==> src/rtl/bcd_corr_pkg.sv <==
`default_nettype none

package bcd_corr_pkg;

    // ==========================================================
    // Memory map
    // ==========================================================
    localparam logic [19:0] CORR_VALUE_ADDR = 20'hF_00FE;
    localparam logic [7:0]  READ_IDLE_DATA  = 8'h00;

    // ==========================================================
    // Correction constants
    // ==========================================================
    localparam logic [7:0] LOW_FIX    = 8'h06;
    localparam logic [7:0] HIGH_FIX   = 8'h60;
    localparam logic [3:0] NIBBLE_MAX = 4'h9;
    localparam logic [7:0] BYTE_MAX   = 8'h99;

    // ==========================================================
    // Reset values and timing
    // ==========================================================
    localparam logic       OP_SUB_RST   = 1'b0;
    localparam logic       PENDING_RST  = 1'b0;
    localparam logic       CARRY_RST    = 1'b0;
    localparam int         READ_LATENCY = 1;

    // ==========================================================
    // Carriers
    // ==========================================================
    typedef struct packed {
        logic carry_flag;
        logic auxiliary_carry_flag;
    } psw_flags_t;

    typedef struct packed {
        logic valid;
        logic is_sub;
        logic carry;
    } alu_event_t;

    typedef struct packed {
        logic valid;
        logic carry;
    } carry_fix_t;

endpackage

`default_nettype wire

==> src/rtl/bcd_adjust_calc.sv <==
`timescale 1ns/1ps
`default_nettype none

module bcd_adjust_calc
    import bcd_corr_pkg::*;
(
    // Operands
    input  wire logic [7:0] i_acc,
    input  wire psw_flags_t i_flags,
    input  wire logic       i_is_sub,
    // Result
    output logic      [7:0] o_adj
);

    logic low_fix;
    logic high_fix;

    // ==========================================================
    // Nibble correction decision
    // ==========================================================
    // After a subtract only the flags count; the digit tests are add-only
    always_comb
    begin
        low_fix  = i_flags.auxiliary_carry_flag
                   | (~i_is_sub & (i_acc[3:0] > NIBBLE_MAX));
        high_fix = i_flags.carry_flag
                   | (~i_is_sub & (i_acc > BYTE_MAX));
        o_adj    = (low_fix ? LOW_FIX : 8'h00) | (high_fix ? HIGH_FIX : 8'h00);
    end

endmodule
`default_nettype wire

==> src/rtl/bcd_correction_unit.sv <==
`timescale 1ns/1ps
`default_nettype none

module bcd_correction_unit
    import bcd_corr_pkg::*;
(
    // Clock and reset
    input  wire logic       i_clk,
    input  wire logic       i_rst_b,
    // Datapath state from the core
    input  wire logic [7:0] i_acc,
    input  wire psw_flags_t i_flags,
    input  wire alu_event_t i_alu,
    // Interrupt entry and return
    input  wire logic       i_irq_entry,
    input  wire logic       i_return_from_interrupt_instruction,
    // Internal memory bus
    input  wire logic       i_rd_en,
    input  wire logic       i_wr_en,
    input  wire logic [19:0] i_addr,
    output logic      [7:0] o_rd_data,
    output logic            o_rd_hit,
    // Carry correction towards the flag logic
    output carry_fix_t      o_fix
);

    // ==========================================================
    // Reset release
    // ==========================================================
    logic rst_meta_q;
    logic rst_b_q;

    // Two stages so release is clean against i_clk
    always_ff @(posedge i_clk or negedge i_rst_b)
    begin
        if (!i_rst_b)
        begin
            rst_meta_q <= 1'b0;
            rst_b_q    <= 1'b0;
        end
        else
        begin
            rst_meta_q <= 1'b1;
            rst_b_q    <= rst_meta_q;
        end
    end

    // ==========================================================
    // Correction value
    // ==========================================================
    logic       op_sub_q;
    logic       op_sub_d;
    logic [7:0] adj_now;

    bcd_adjust_calc u_calc (
        .i_acc    (i_acc),
        .i_flags  (i_flags),
        .i_is_sub (op_sub_q),
        .o_adj    (adj_now)
    );

    // ==========================================================
    // Read port
    // ==========================================================
    logic       rd_hit;
    logic [7:0] rd_data_q;
    logic [7:0] rd_data_d;
    logic       rd_hit_q;
    logic       rd_hit_d;

    // Writes are not decoded at all, so they cannot disturb anything
    assign rd_hit = i_rd_en & (i_addr == CORR_VALUE_ADDR);

    // Sample the live value in the read cycle
    always_comb
    begin
        rd_hit_d  = rd_hit;
        rd_data_d = rd_hit ? adj_now : READ_IDLE_DATA;
    end

    // Data register left unreset: its content is meaningless until read
    always_ff @(posedge i_clk)
    begin
        rd_data_q <= rd_data_d;
    end

    always_ff @(posedge i_clk or negedge rst_b_q)
    begin
        if (!rst_b_q)
            rd_hit_q <= 1'b0;
        else
            rd_hit_q <= rd_hit_d;
    end

    assign o_rd_data = rd_data_q;
    assign o_rd_hit  = rd_hit_q;

    // ==========================================================
    // Operation tracking and carry merge
    // ==========================================================
    logic pend_q;
    logic pend_d;
    logic bin_cy_q;
    logic bin_cy_d;
    logic sh_sub_q;
    logic sh_sub_d;
    logic sh_pend_q;
    logic sh_pend_d;
    logic sh_cy_q;
    logic sh_cy_d;
    logic fix_valid;

    // Correcting op is the first ALU event after reading the value
    assign fix_valid = i_alu.valid & pend_q;

    // Shadow keeps the tracking across an interrupt; return overrides an ALU event and a read, entry still saves alongside it
    always_comb
    begin
        op_sub_d  = op_sub_q;
        pend_d    = pend_q;
        bin_cy_d  = bin_cy_q;
        sh_sub_d  = sh_sub_q;
        sh_pend_d = sh_pend_q;
        sh_cy_d   = sh_cy_q;
        if (i_alu.valid)
        begin
            pend_d = 1'b0;
            if (!pend_q)
            begin
                op_sub_d = i_alu.is_sub;
                bin_cy_d = i_alu.carry;
            end
        end
        if (rd_hit)
            pend_d = 1'b1;
        if (i_irq_entry)
        begin
            sh_sub_d  = op_sub_q;
            sh_pend_d = pend_q;
            sh_cy_d   = bin_cy_q;
        end
        if (i_return_from_interrupt_instruction)
        begin
            op_sub_d = sh_sub_q;
            pend_d   = sh_pend_q;
            bin_cy_d = sh_cy_q;
        end
    end

    always_ff @(posedge i_clk or negedge rst_b_q)
    begin
        if (!rst_b_q)
        begin
            op_sub_q  <= OP_SUB_RST;
            pend_q    <= PENDING_RST;
            bin_cy_q  <= CARRY_RST;
            sh_sub_q  <= OP_SUB_RST;
            sh_pend_q <= PENDING_RST;
            sh_cy_q   <= CARRY_RST;
        end
        else
        begin
            op_sub_q  <= op_sub_d;
            pend_q    <= pend_d;
            bin_cy_q  <= bin_cy_d;
            sh_sub_q  <= sh_sub_d;
            sh_pend_q <= sh_pend_d;
            sh_cy_q   <= sh_cy_d;
        end
    end

    // Decimal carry or borrow is the earlier one or the new one
    always_comb
    begin
        o_fix.valid = fix_valid;
        o_fix.carry = fix_valid & (bin_cy_q | i_alu.carry);
    end
endmodule
`default_nettype wire

==> config.mk <==
export PLATFORM = sky130hd
export DESIGN_NAME = bcd_correction_unit
export DESIGN_NICKNAME = d
export VERILOG_FILES = /design/src/rtl/bcd_corr_pkg.sv /design/src/rtl/bcd_adjust_calc.sv /design/src/rtl/bcd_correction_unit.sv
export SDC_FILE = /design/constraint.sdc
export NUM_CORES = 1
export LEC_CHECK = 0
export BUFFER_PORTS_ARGS = -buffer_cell sky130_fd_sc_hd__buf_2
export CAP_MARGIN = 20
export CORE_MARGIN = 8
export CORE_UTILIZATION = 36
export CTS_CLUSTER_DIAMETER = 200
export CTS_CLUSTER_SIZE = 24
export DETAILED_ROUTE_END_ITERATION = 6
export PLACE_DENSITY = 0.82
export SYNTH_ARGS = -nofsm -noshare
export SYNTH_HDL_FRONTEND = slang
export SYNTH_SLANG_ARGS = --single-unit
==> constraint.sdc <==
create_clock -name i_clk -period 0.9 [get_ports i_clk]
set_input_delay 0.045 -clock i_clk [delete_from_list [all_inputs] [get_ports i_clk]]
set_output_delay 0.045 -clock i_clk [all_outputs]
set_load 0.005 [all_outputs]
# == After elaboration in Yosys (flattened, before gate mapping) ==
# Index checks and enable logic that the tools add are counted.
# classes
bitwise_logic,10
eq_ne,2
order_cmp,2
n_reduce_logical,3
n_mux,11
# op_table
op,n
$eq A20 B20 Y1 const B,1
$mux W1,9
$gt A8 B8 Y1 const B,1
$or A8 B8 Y8,1
$mux W7,1
$and A1 B1 Y1,5
$gt A4 B4 Y1 const B,1
$mux W3,1
$or A1 B1 Y1,3
$reduce_bool A3 Y1,1
$ne A2 B2 Y1 const B,1
$reduce_and A2 Y1,1
$reduce_bool A2 Y1,1
$not A1 Y1,1
# word_totals
output_inout_bits,11
register_bits,17
in_bits,39
elab_cells,38

# == Longest topological paths before layout ==
# Gate-level depths: netlist of run 1.
# logic_depth
word_depth,5
ltp_mapped,3
depth_no_buf,3

# == Hierarchy ==
# A second synthesis of run 1 with hierarchy kept.
# hier_totals
cells_unflattened,78
hier_area_um2,834.6
# modules_own_cells
module,n_inst,area_per_inst_um2,seq_area_each_um2,cells_per_inst
bcd_correction_unit,1,719.4,385.4,62
bcd_adjust_calc,1,115.1,0.0,16

# == Worst setup path after synthesis of run 1 ==
# OpenSTA, ideal clock, no wires.
# synth_path
kind,reg2reg
from,register pend_q
to,register bin_cy_q
setup_ps,126
synth_period_minus_slack_ps,948
path_stages_with_launch,4
arrival_ps,822
slack_ps,-48
n_path_buf,0
required_time_ps,774
cell_sequence,dfrtp_1 nor2b_1 mux2i_1 o21ai_0
# synth_between
elab_chain_len,2
# synth_rtl
item,line_no,source
start: declaration,bcd_correction_unit.sv:101,logic pend_q;
start signal: assignment,bcd_correction_unit.sv:164,pend_q <= pend_d;
$ne A2 B2 Y1 (no line),n/a,
$reduce_and A2 Y1 (no line),n/a,
end signal: assignment,bcd_correction_unit.sv:165,bin_cy_q <= bin_cy_d;
end: declaration,bcd_correction_unit.sv:103,logic bin_cy_q;
# No other way between the ends.
# A chain may end at the register's enable or synchronous reset.

==> results of run 1 <==
==> per-stage QoR <==
| stage | TNS [ps] | setup slack, ps | hold slack [ps] | instances | utilization [%] |
|---|---|---|---|---|---|
| after floorplan | -2.21 | -1.10 | -251 | 57 | - |
| after global placement | -209 | -90.9 | -170 | 112 | 53.0 |
| after detailed placement | -310 | -105 | -168 | 112 | 53.0 |
| after CTS | -612 | -169 | 51.3 | 119 | 57.4 |
| after global routing | -863 | -208 | 60.2 | 119 | 57.6 |
| final | -580 | -162 | 57.8 | 119 | 57.6 |
==> sequential cells by signal (all words and copies together) (netlist names) <==
| register | flops |
|---|---|
| sh_pend_q | 1 |
| o_rd_data | 2 |
| o_rd_hit | 1 |
| op_sub_q | 1 |
| sh_cy_q | 1 |
| pend_q | 1 |
| bin_cy_q | 1 |
| rst_meta_q | 1 |
| rst_b_q | 1 |
| sh_sub_q | 1 |
==> cell usage after synthesis (all sizes together) <==
| cell type | number | area (um^2) |
|---|---|---|
| dfrtp | 9 | 225 |
| buf | 7 | 52.6 |
| nand2 | 5 | 18.8 |
| mux2 | 3 | 33.8 |
| nor2 | 3 | 11.3 |
| a21oi | 2 | 10.0 |
| and4 | 2 | 17.5 |
| conb | 2 | 7.51 |
| dfxtp | 2 | 40.0 |
| mux2i | 2 | 20.0 |
| nand4 | 2 | 18.8 |
| nor3 | 2 | 10.0 |
| o21a | 2 | 15.0 |
| o21ai | 2 | 10.0 |
| a2111oi | 1 | 15.0 |
| a22oi | 1 | 7.51 |
| and2 | 1 | 6.26 |
| and3b | 1 | 8.76 |
| and4bb | 1 | 12.5 |
| inv | 1 | 3.75 |
| nor2b | 1 | 6.26 |
| nor4 | 1 | 21.3 |
| o31ai | 1 | 7.51 |
==> what timing repair did <==
item | in CTS | in global routing
resized for setup | 5 | 1
endpoints found under the hold margin | 2 | 0
buffers inserted | 2 | 0
hold buffers | 1 | 0
pin swaps | 2 | 0
endpoints found under the setup margin | 7 | 7
==> cell type report <==
type	count	area [um^2]
clock buffer	4	26.3
fill	136	638
inverter	1	3.75
multi-input combinational	38	283
sequential	11	265
tap	16	20.0
timing repair buffer	49	270
==> worst max-delay path: stages (launching register included) <==
cell and delay, ps:
dfrtp_1 400, and2_4 150, o21a_1 90, buf_2 120
==> routing by layer <==
metal  wire [um]  global-route usage [%]  share of wire, %  up-vias
li1            -                       -                 -      279
met2         831                    17.1                52       30
met4          25                    8.25               1.6        0
met5           0                       0                 0        -
met1         615                    9.26                38      250
met3         126                    3.88               7.9        2
==> worst max-delay path by stage <==
stage	from	to	slack, ps
after CTS	pend_q	o_fix[0]	-170
after global routing	pend_q	o_fix[0]	-210
final	pend_q	o_fix[0]	-160
after global placement	i_addr[8]	o_rd_data[5]	-90
after detailed placement	i_addr[8]	o_rd_data[5]	-110
after floorplan	pend_q	bin_cy_q	-1
==> power groups by stage <==
stage	logic, W	registers (W)	clock network, W
2_1_floorplan	0.0000858	0.000560	0
3_3_place_gp	0.000175	0.000563	0
3_5_place_dp	0.000182	0.000567	0
4_1_cts	0.000204	0.000559	0.000327
5_1_grt	0.000229	0.000565	0.000350
6_report	0.000209	0.000558	0.000313
==> cell usage in the layout (no fill, tap or decap), drive strengths merged <==
cell,count
nor4,1
and2,1
nand2,5
and3b,1
dfxtp,2
dfrtp,9
clkbuf,4
nor2,3
and4bb,1
a2111oi,1
a22oi,1
o21a,2
dlygate4sd3,1
mux2,3
a21oi,2
buf,48
nand4,2
mux2i,2
and4,2
nor2b,1
nor3,2
o31ai,1
o21ai,2
conb,5
inv,1
==> cells by family (layout without fill, tap and decap cells) <==
logic type / Yosys count / in the layout
buffers and inverters: 8 / 54
other: 2 / 5
AND/OR/NAND/NOR: 19 / 19
AO/OA/AOI/OAI: 9 / 9
flip-flops: 11 / 11
multiplexers: 5 / 5
==> out/qor.yml, run 1 <==
timing:
  worst_slack_ps: -162
  finalCriticalPeriod_ps: 1060
  hold_violations: 0
  finClkSkew_ps: 0.208
  fmax_ghz: 0.942
  setup_viol: 6
  rsz0062_at_grt: "true"
  drv_slew: 0
  fin_crit_sh_pct: 118
clock_tree:
  cts_tree: "done"
  clockBufferDepth: 2
  clkTransAtPathRegs_ps: 60
  h-tree-depth: 1
  clk_latency_ps: 260
  numCtsBuffers: 3
  cts_root_buf: "clkbuf_4"
  clock_sinks: 11
power_and_ir_drop:
  switchingPower_w: 0.000248
  switching_share_pct: 23.0
  p_seq_share_pct: 51.6
  power.total_w: 0.00108
  power_frac_clock_pct: 29.0
  p_int_w: 0.000831
  ir_worst_vdd_mv: 0.483
  combPwrFrac_pct: 19.3
  power_density_nw_per_um2: 1240
  power_leakage_nw: 0.471
global_route:
  antenna_found_initial: 0
  grt_use_total_pct: 10.1
  grt_pass1_vias: 649
  grt_first_pass_wirelength_um: 2580
  grt-ovfl-total: 0
  grt_start_max_net_pins: 8
setup_path:
  start_kind: "flip-flop"
  rr_endpoint: "sh_pend_q"
  critPathMaxFanout: 3
  path_class: "reg -> out"
  r2r-start: "pend_q"
  endpoint_kind: "output port"
  r2r_slack_ps: -110
  rr_worst_depth: 3
  cp.arrival_ps: 1020
  required_ps: 850
synthesis:
  synth_xor_area_share_pct: 0
  synth_top_family_by_area: "simple AND/OR/NAND/NOR gates"
  synth_compound_area_share_pct: 11.2
  syn_area_um2: 579
  synth_area_per_cell_um2: 10.7
  synth_cells: 54
  ys_seq_area_share_pct: 45.8
  ys_seq_elements: 11
  synthSimpleGateAreaFrac_pct: 22.7
  synthAdderAreaFrac_pct: 0
  synth-warning-count: 0
  synthMuxAreaShare_pct: 9.29
  yosysUniqueCellTypes: 24
die:
  die_h_um: 56.1
  dieArea_um2: 3150
  core_region_area_um2: 1510
  initial_utilization_pct: 38.5
  io_pins: 50
  placementRows: 14
  die-width_um: 56.1
layout:
  drive_gt1_share_pct: 60.2
  design_area_um2: 868
  syn_to_final_growth_pct: 49.9
  nNetsFinal: 143
  diodes: 0
drt:
  ant_nets: 0
  wl_per_cell_um: 13.4
  drt_first_pass_iters: 4
  drc_errors: 0
  vias: 561
  finalWirelength_um: 1600
  viasPerCell: 4.71
  drt-initial-drc-count: 3
outcome:
  violations: "setup timing"
  status: "finished with violations"
placement:
  place_area_um2: 798
  portBuffers: 43
  gp_congestion: 0.754
worst_hold_path:
  hold_class: "in -> reg"
  holdCritStartpoint: "i_acc[4]"
  hold_end: "o_rd_data[5]"
  worstHoldPathCells: 3
job:
  maxCapViolations: 0
Note: power is estimated with default switching activity, not from simulation.
==> run 2, diff against run 1 <==
MAX_ROUTING_LAYER = met4   (was default)
REMOVE_ABC_BUFFERS = 1   (was default)
==> out/qor.yml, run 2 (synthesis results as in run 1) <==
global_route:
  antenna_found_initial: 0  # unchanged
  grt_start_max_net_pins: 8  # unchanged
  grt_use_total_pct: 10.6  # was 10.1%
  grt-ovfl-total: 0  # unchanged
  grt_pass1_vias: 637  # was 649
  grt_first_pass_wirelength_um: 2550  # was 2580 um
layout:
  nNetsFinal: 142  # was 143
  fin_cells: 118  # was 119
  final_cell_mix: "buf_2, dfrtp_1, nand2_1, conb_1"  # unchanged
  drive_gt1_share_pct: 61.8  # was 60.2%
  largest_reg_flops: 2  # unchanged
  final_common_cell: "buf_2"  # unchanged
  diodes: 0  # unchanged
  syn_to_final_growth_pct: 51.6  # was 49.9%
timing:
  fmax_ghz: 0.864  # was 0.942 GHz
  fin_setup_tns_ps: -828  # was -580 ps
  rsz0062_at_grt: "true"  # unchanged
  setup_viol: 6  # unchanged
  fin_crit_sh_pct: 129  # was 118%
  hold_violations: 0  # unchanged
  drv_slew: 0  # unchanged
  finalCriticalPeriod_ps: 1160  # was 1060 ps
  finClkSkew_ps: 1.12  # was 0.208 ps
  worst_slack_ps: -257  # was -162 ps
worst_hold_path:
  holdCritStartpoint: "i_acc[4]"  # unchanged
  worstHoldPathCells: 3  # unchanged
  hold_end: "o_rd_data[5]"  # unchanged
  hold_class: "in -> reg"  # unchanged
setup_path:
  path_cells: "buf_6, and2_4, o21a_1, buf_2"  # was and2_4, o21a_1, buf_2
  cp.arrival_ps: 1110  # was 1020 ps
  endpoint_kind: "output port"  # unchanged
  cp_slowest_cell: "dfrtp_1"  # unchanged
  rr_endpoint: "op_sub_q"  # was sh_pend_q
  rr_worst_depth: 3  # unchanged
  required_ps: 850  # about the same
  critPathTopFamily: "flip-flops"  # unchanged
  r2r-start: "pend_q"  # unchanged
  path_buf_inv: 2  # was 1
  critPathMaxFanout: 2  # was 3
  critPathLaunch: "pend_q"  # unchanged
  r2r_slack_ps: -130  # was -110 ps
  path_class: "reg -> out"  # unchanged
  max_stage_delay_ps: 400  # about the same
  start_kind: "flip-flop"  # unchanged
outcome:
  violations: "setup timing"  # unchanged
  status: "finished with violations"  # unchanged
job:
  maxCapViolations: 0  # unchanged
clock_tree:
  clock_sinks: 11  # unchanged
  clkTransAtPathRegs_ps: 70  # was 60 ps
  h-tree-depth: 1  # unchanged
  clockBufferDepth: 2  # unchanged
  clk_latency_ps: 260  # about the same
  cts_root_buf: "clkbuf_4"  # unchanged
  cts_tree: "done"  # unchanged
  numCtsBuffers: 3  # unchanged
die:
  die_h_um: 56.1  # unchanged
  core_region_area_um2: 1510  # unchanged
  dieArea_um2: 3150  # unchanged
  die-width_um: 56.1  # unchanged
  io_pins: 50  # unchanged
  initial_utilization_pct: 38.5  # unchanged
  placementRows: 14  # unchanged
drt:
  viasPerCell: 4.84  # was 4.71
  drc_errors: 0  # unchanged
  vias: 571  # was 561
  finalWirelength_um: 1760  # was 1600 um
  wl_per_cell_um: 14.9  # was 13.4 um
  drt_first_pass_iters: 4  # unchanged
  ant_nets: 0  # unchanged
  drt-initial-drc-count: 8  # was 3
power_and_ir_drop:
  switching_share_pct: 25.1  # was 23.0%
  ir_worst_vdd_mv: 0.700  # was 0.483 mV
  power_density_nw_per_um2: 1270  # was 1240 nW/um^2
  power_leakage_nw: 0.469  # was 0.471 nW
  combPwrFrac_pct: 20.1  # was 19.3%
  switchingPower_w: 0.000281  # was 0.000248 W
  p_int_w: 0.000837  # was 0.000831 W
  power_frac_clock_pct: 29.8  # was 29.0%
  p_seq_share_pct: 50.1  # was 51.6%
placement:
  gp_congestion: 0.717  # was 0.754
  dp.cells: 112  # unchanged
  portBuffers: 43  # unchanged
  hpwl_um: 1490
==> run 2: changes by cell type in the layout (fill, tap and decap cells not counted), moves of 2 or more <==
| cell | delta |
|---|---|
| a21oi_1 | -2 |
| a21oi_2 | +2 |
| buf_4 | -2 |
| o21ai_0 | +2 |
| o21ai_1 | -2 |
==> run 2: layout make-up <==
class	instances	area (um^2)
clock buffer	4	26.3
fill	134	628
inverter	1	3.75
multi-input combinational	38	297
sequential	11	265
tap	16	20.0
timing repair buffer	48	267
==> run 2: worst min-delay path, cell delays in order <==
cell	delay [ps]
buf_2	90
nand2_1	70
a2111oi_2	60
==> run 2: worst max path at each step <==
stage,end,slack [ps],cells after the start
after floorplan,bin_cy_q,-50,3
final,o_fix[0],-260,4
after global routing,o_fix[0],-300,4
after CTS,o_fix[0],-270,4
after detailed placement,o_rd_data[5],-130,4
after global placement,o_rd_data[5],-80,4
==> run 2: stage by stage <==
step	cell area [um^2]	worst slack [ps]	power (W)	hold slack, ps	util (%)
2_1_floorplan	538	-48.3	0.000630	-251	-
4_1_cts	858	-268	0.00112	42.8	57.0
3_3_place_gp	796	-83.4	0.000748	-169	52.8
6_report	878	-257	0.00112	47.6	58.3
5_1_grt	878	-302	0.00118	65.1	58.3
3_5_place_dp	796	-128	0.000759	-167	52.8
==> run 2: layer usage <==
metal	global-route usage, %	wire, um	vias up
met5	-	0	-
met4	7.22	21	0
met3	4.57	158	4
met2	18.1	922	38
met1	9.07	655	252
li1	-	-	277
==> run 2: timing repair <==
| action | in CTS | in global routing |
|---|---|---|
| pin swaps | 3 | 1 |
| setup endpoints to repair | 5 | 9 |
| gates resized for setup | 6 | 5 |
| buffers inserted | 1 | 0 |
| endpoints found under the hold margin | 2 | 0 |
| hold buffers | 1 | 0 |
==> run 2: power groups by stage <==
stage               registers (W)  logic [W]  clock network, W
floorplan                0.000560  0.0000704                 0
global route             0.000567   0.000243          0.000374
CTS                      0.000560   0.000203          0.000353
detailed placement       0.000567   0.000192                 0
finish                   0.000560   0.000225          0.000333
global placement         0.000565   0.000182                 0
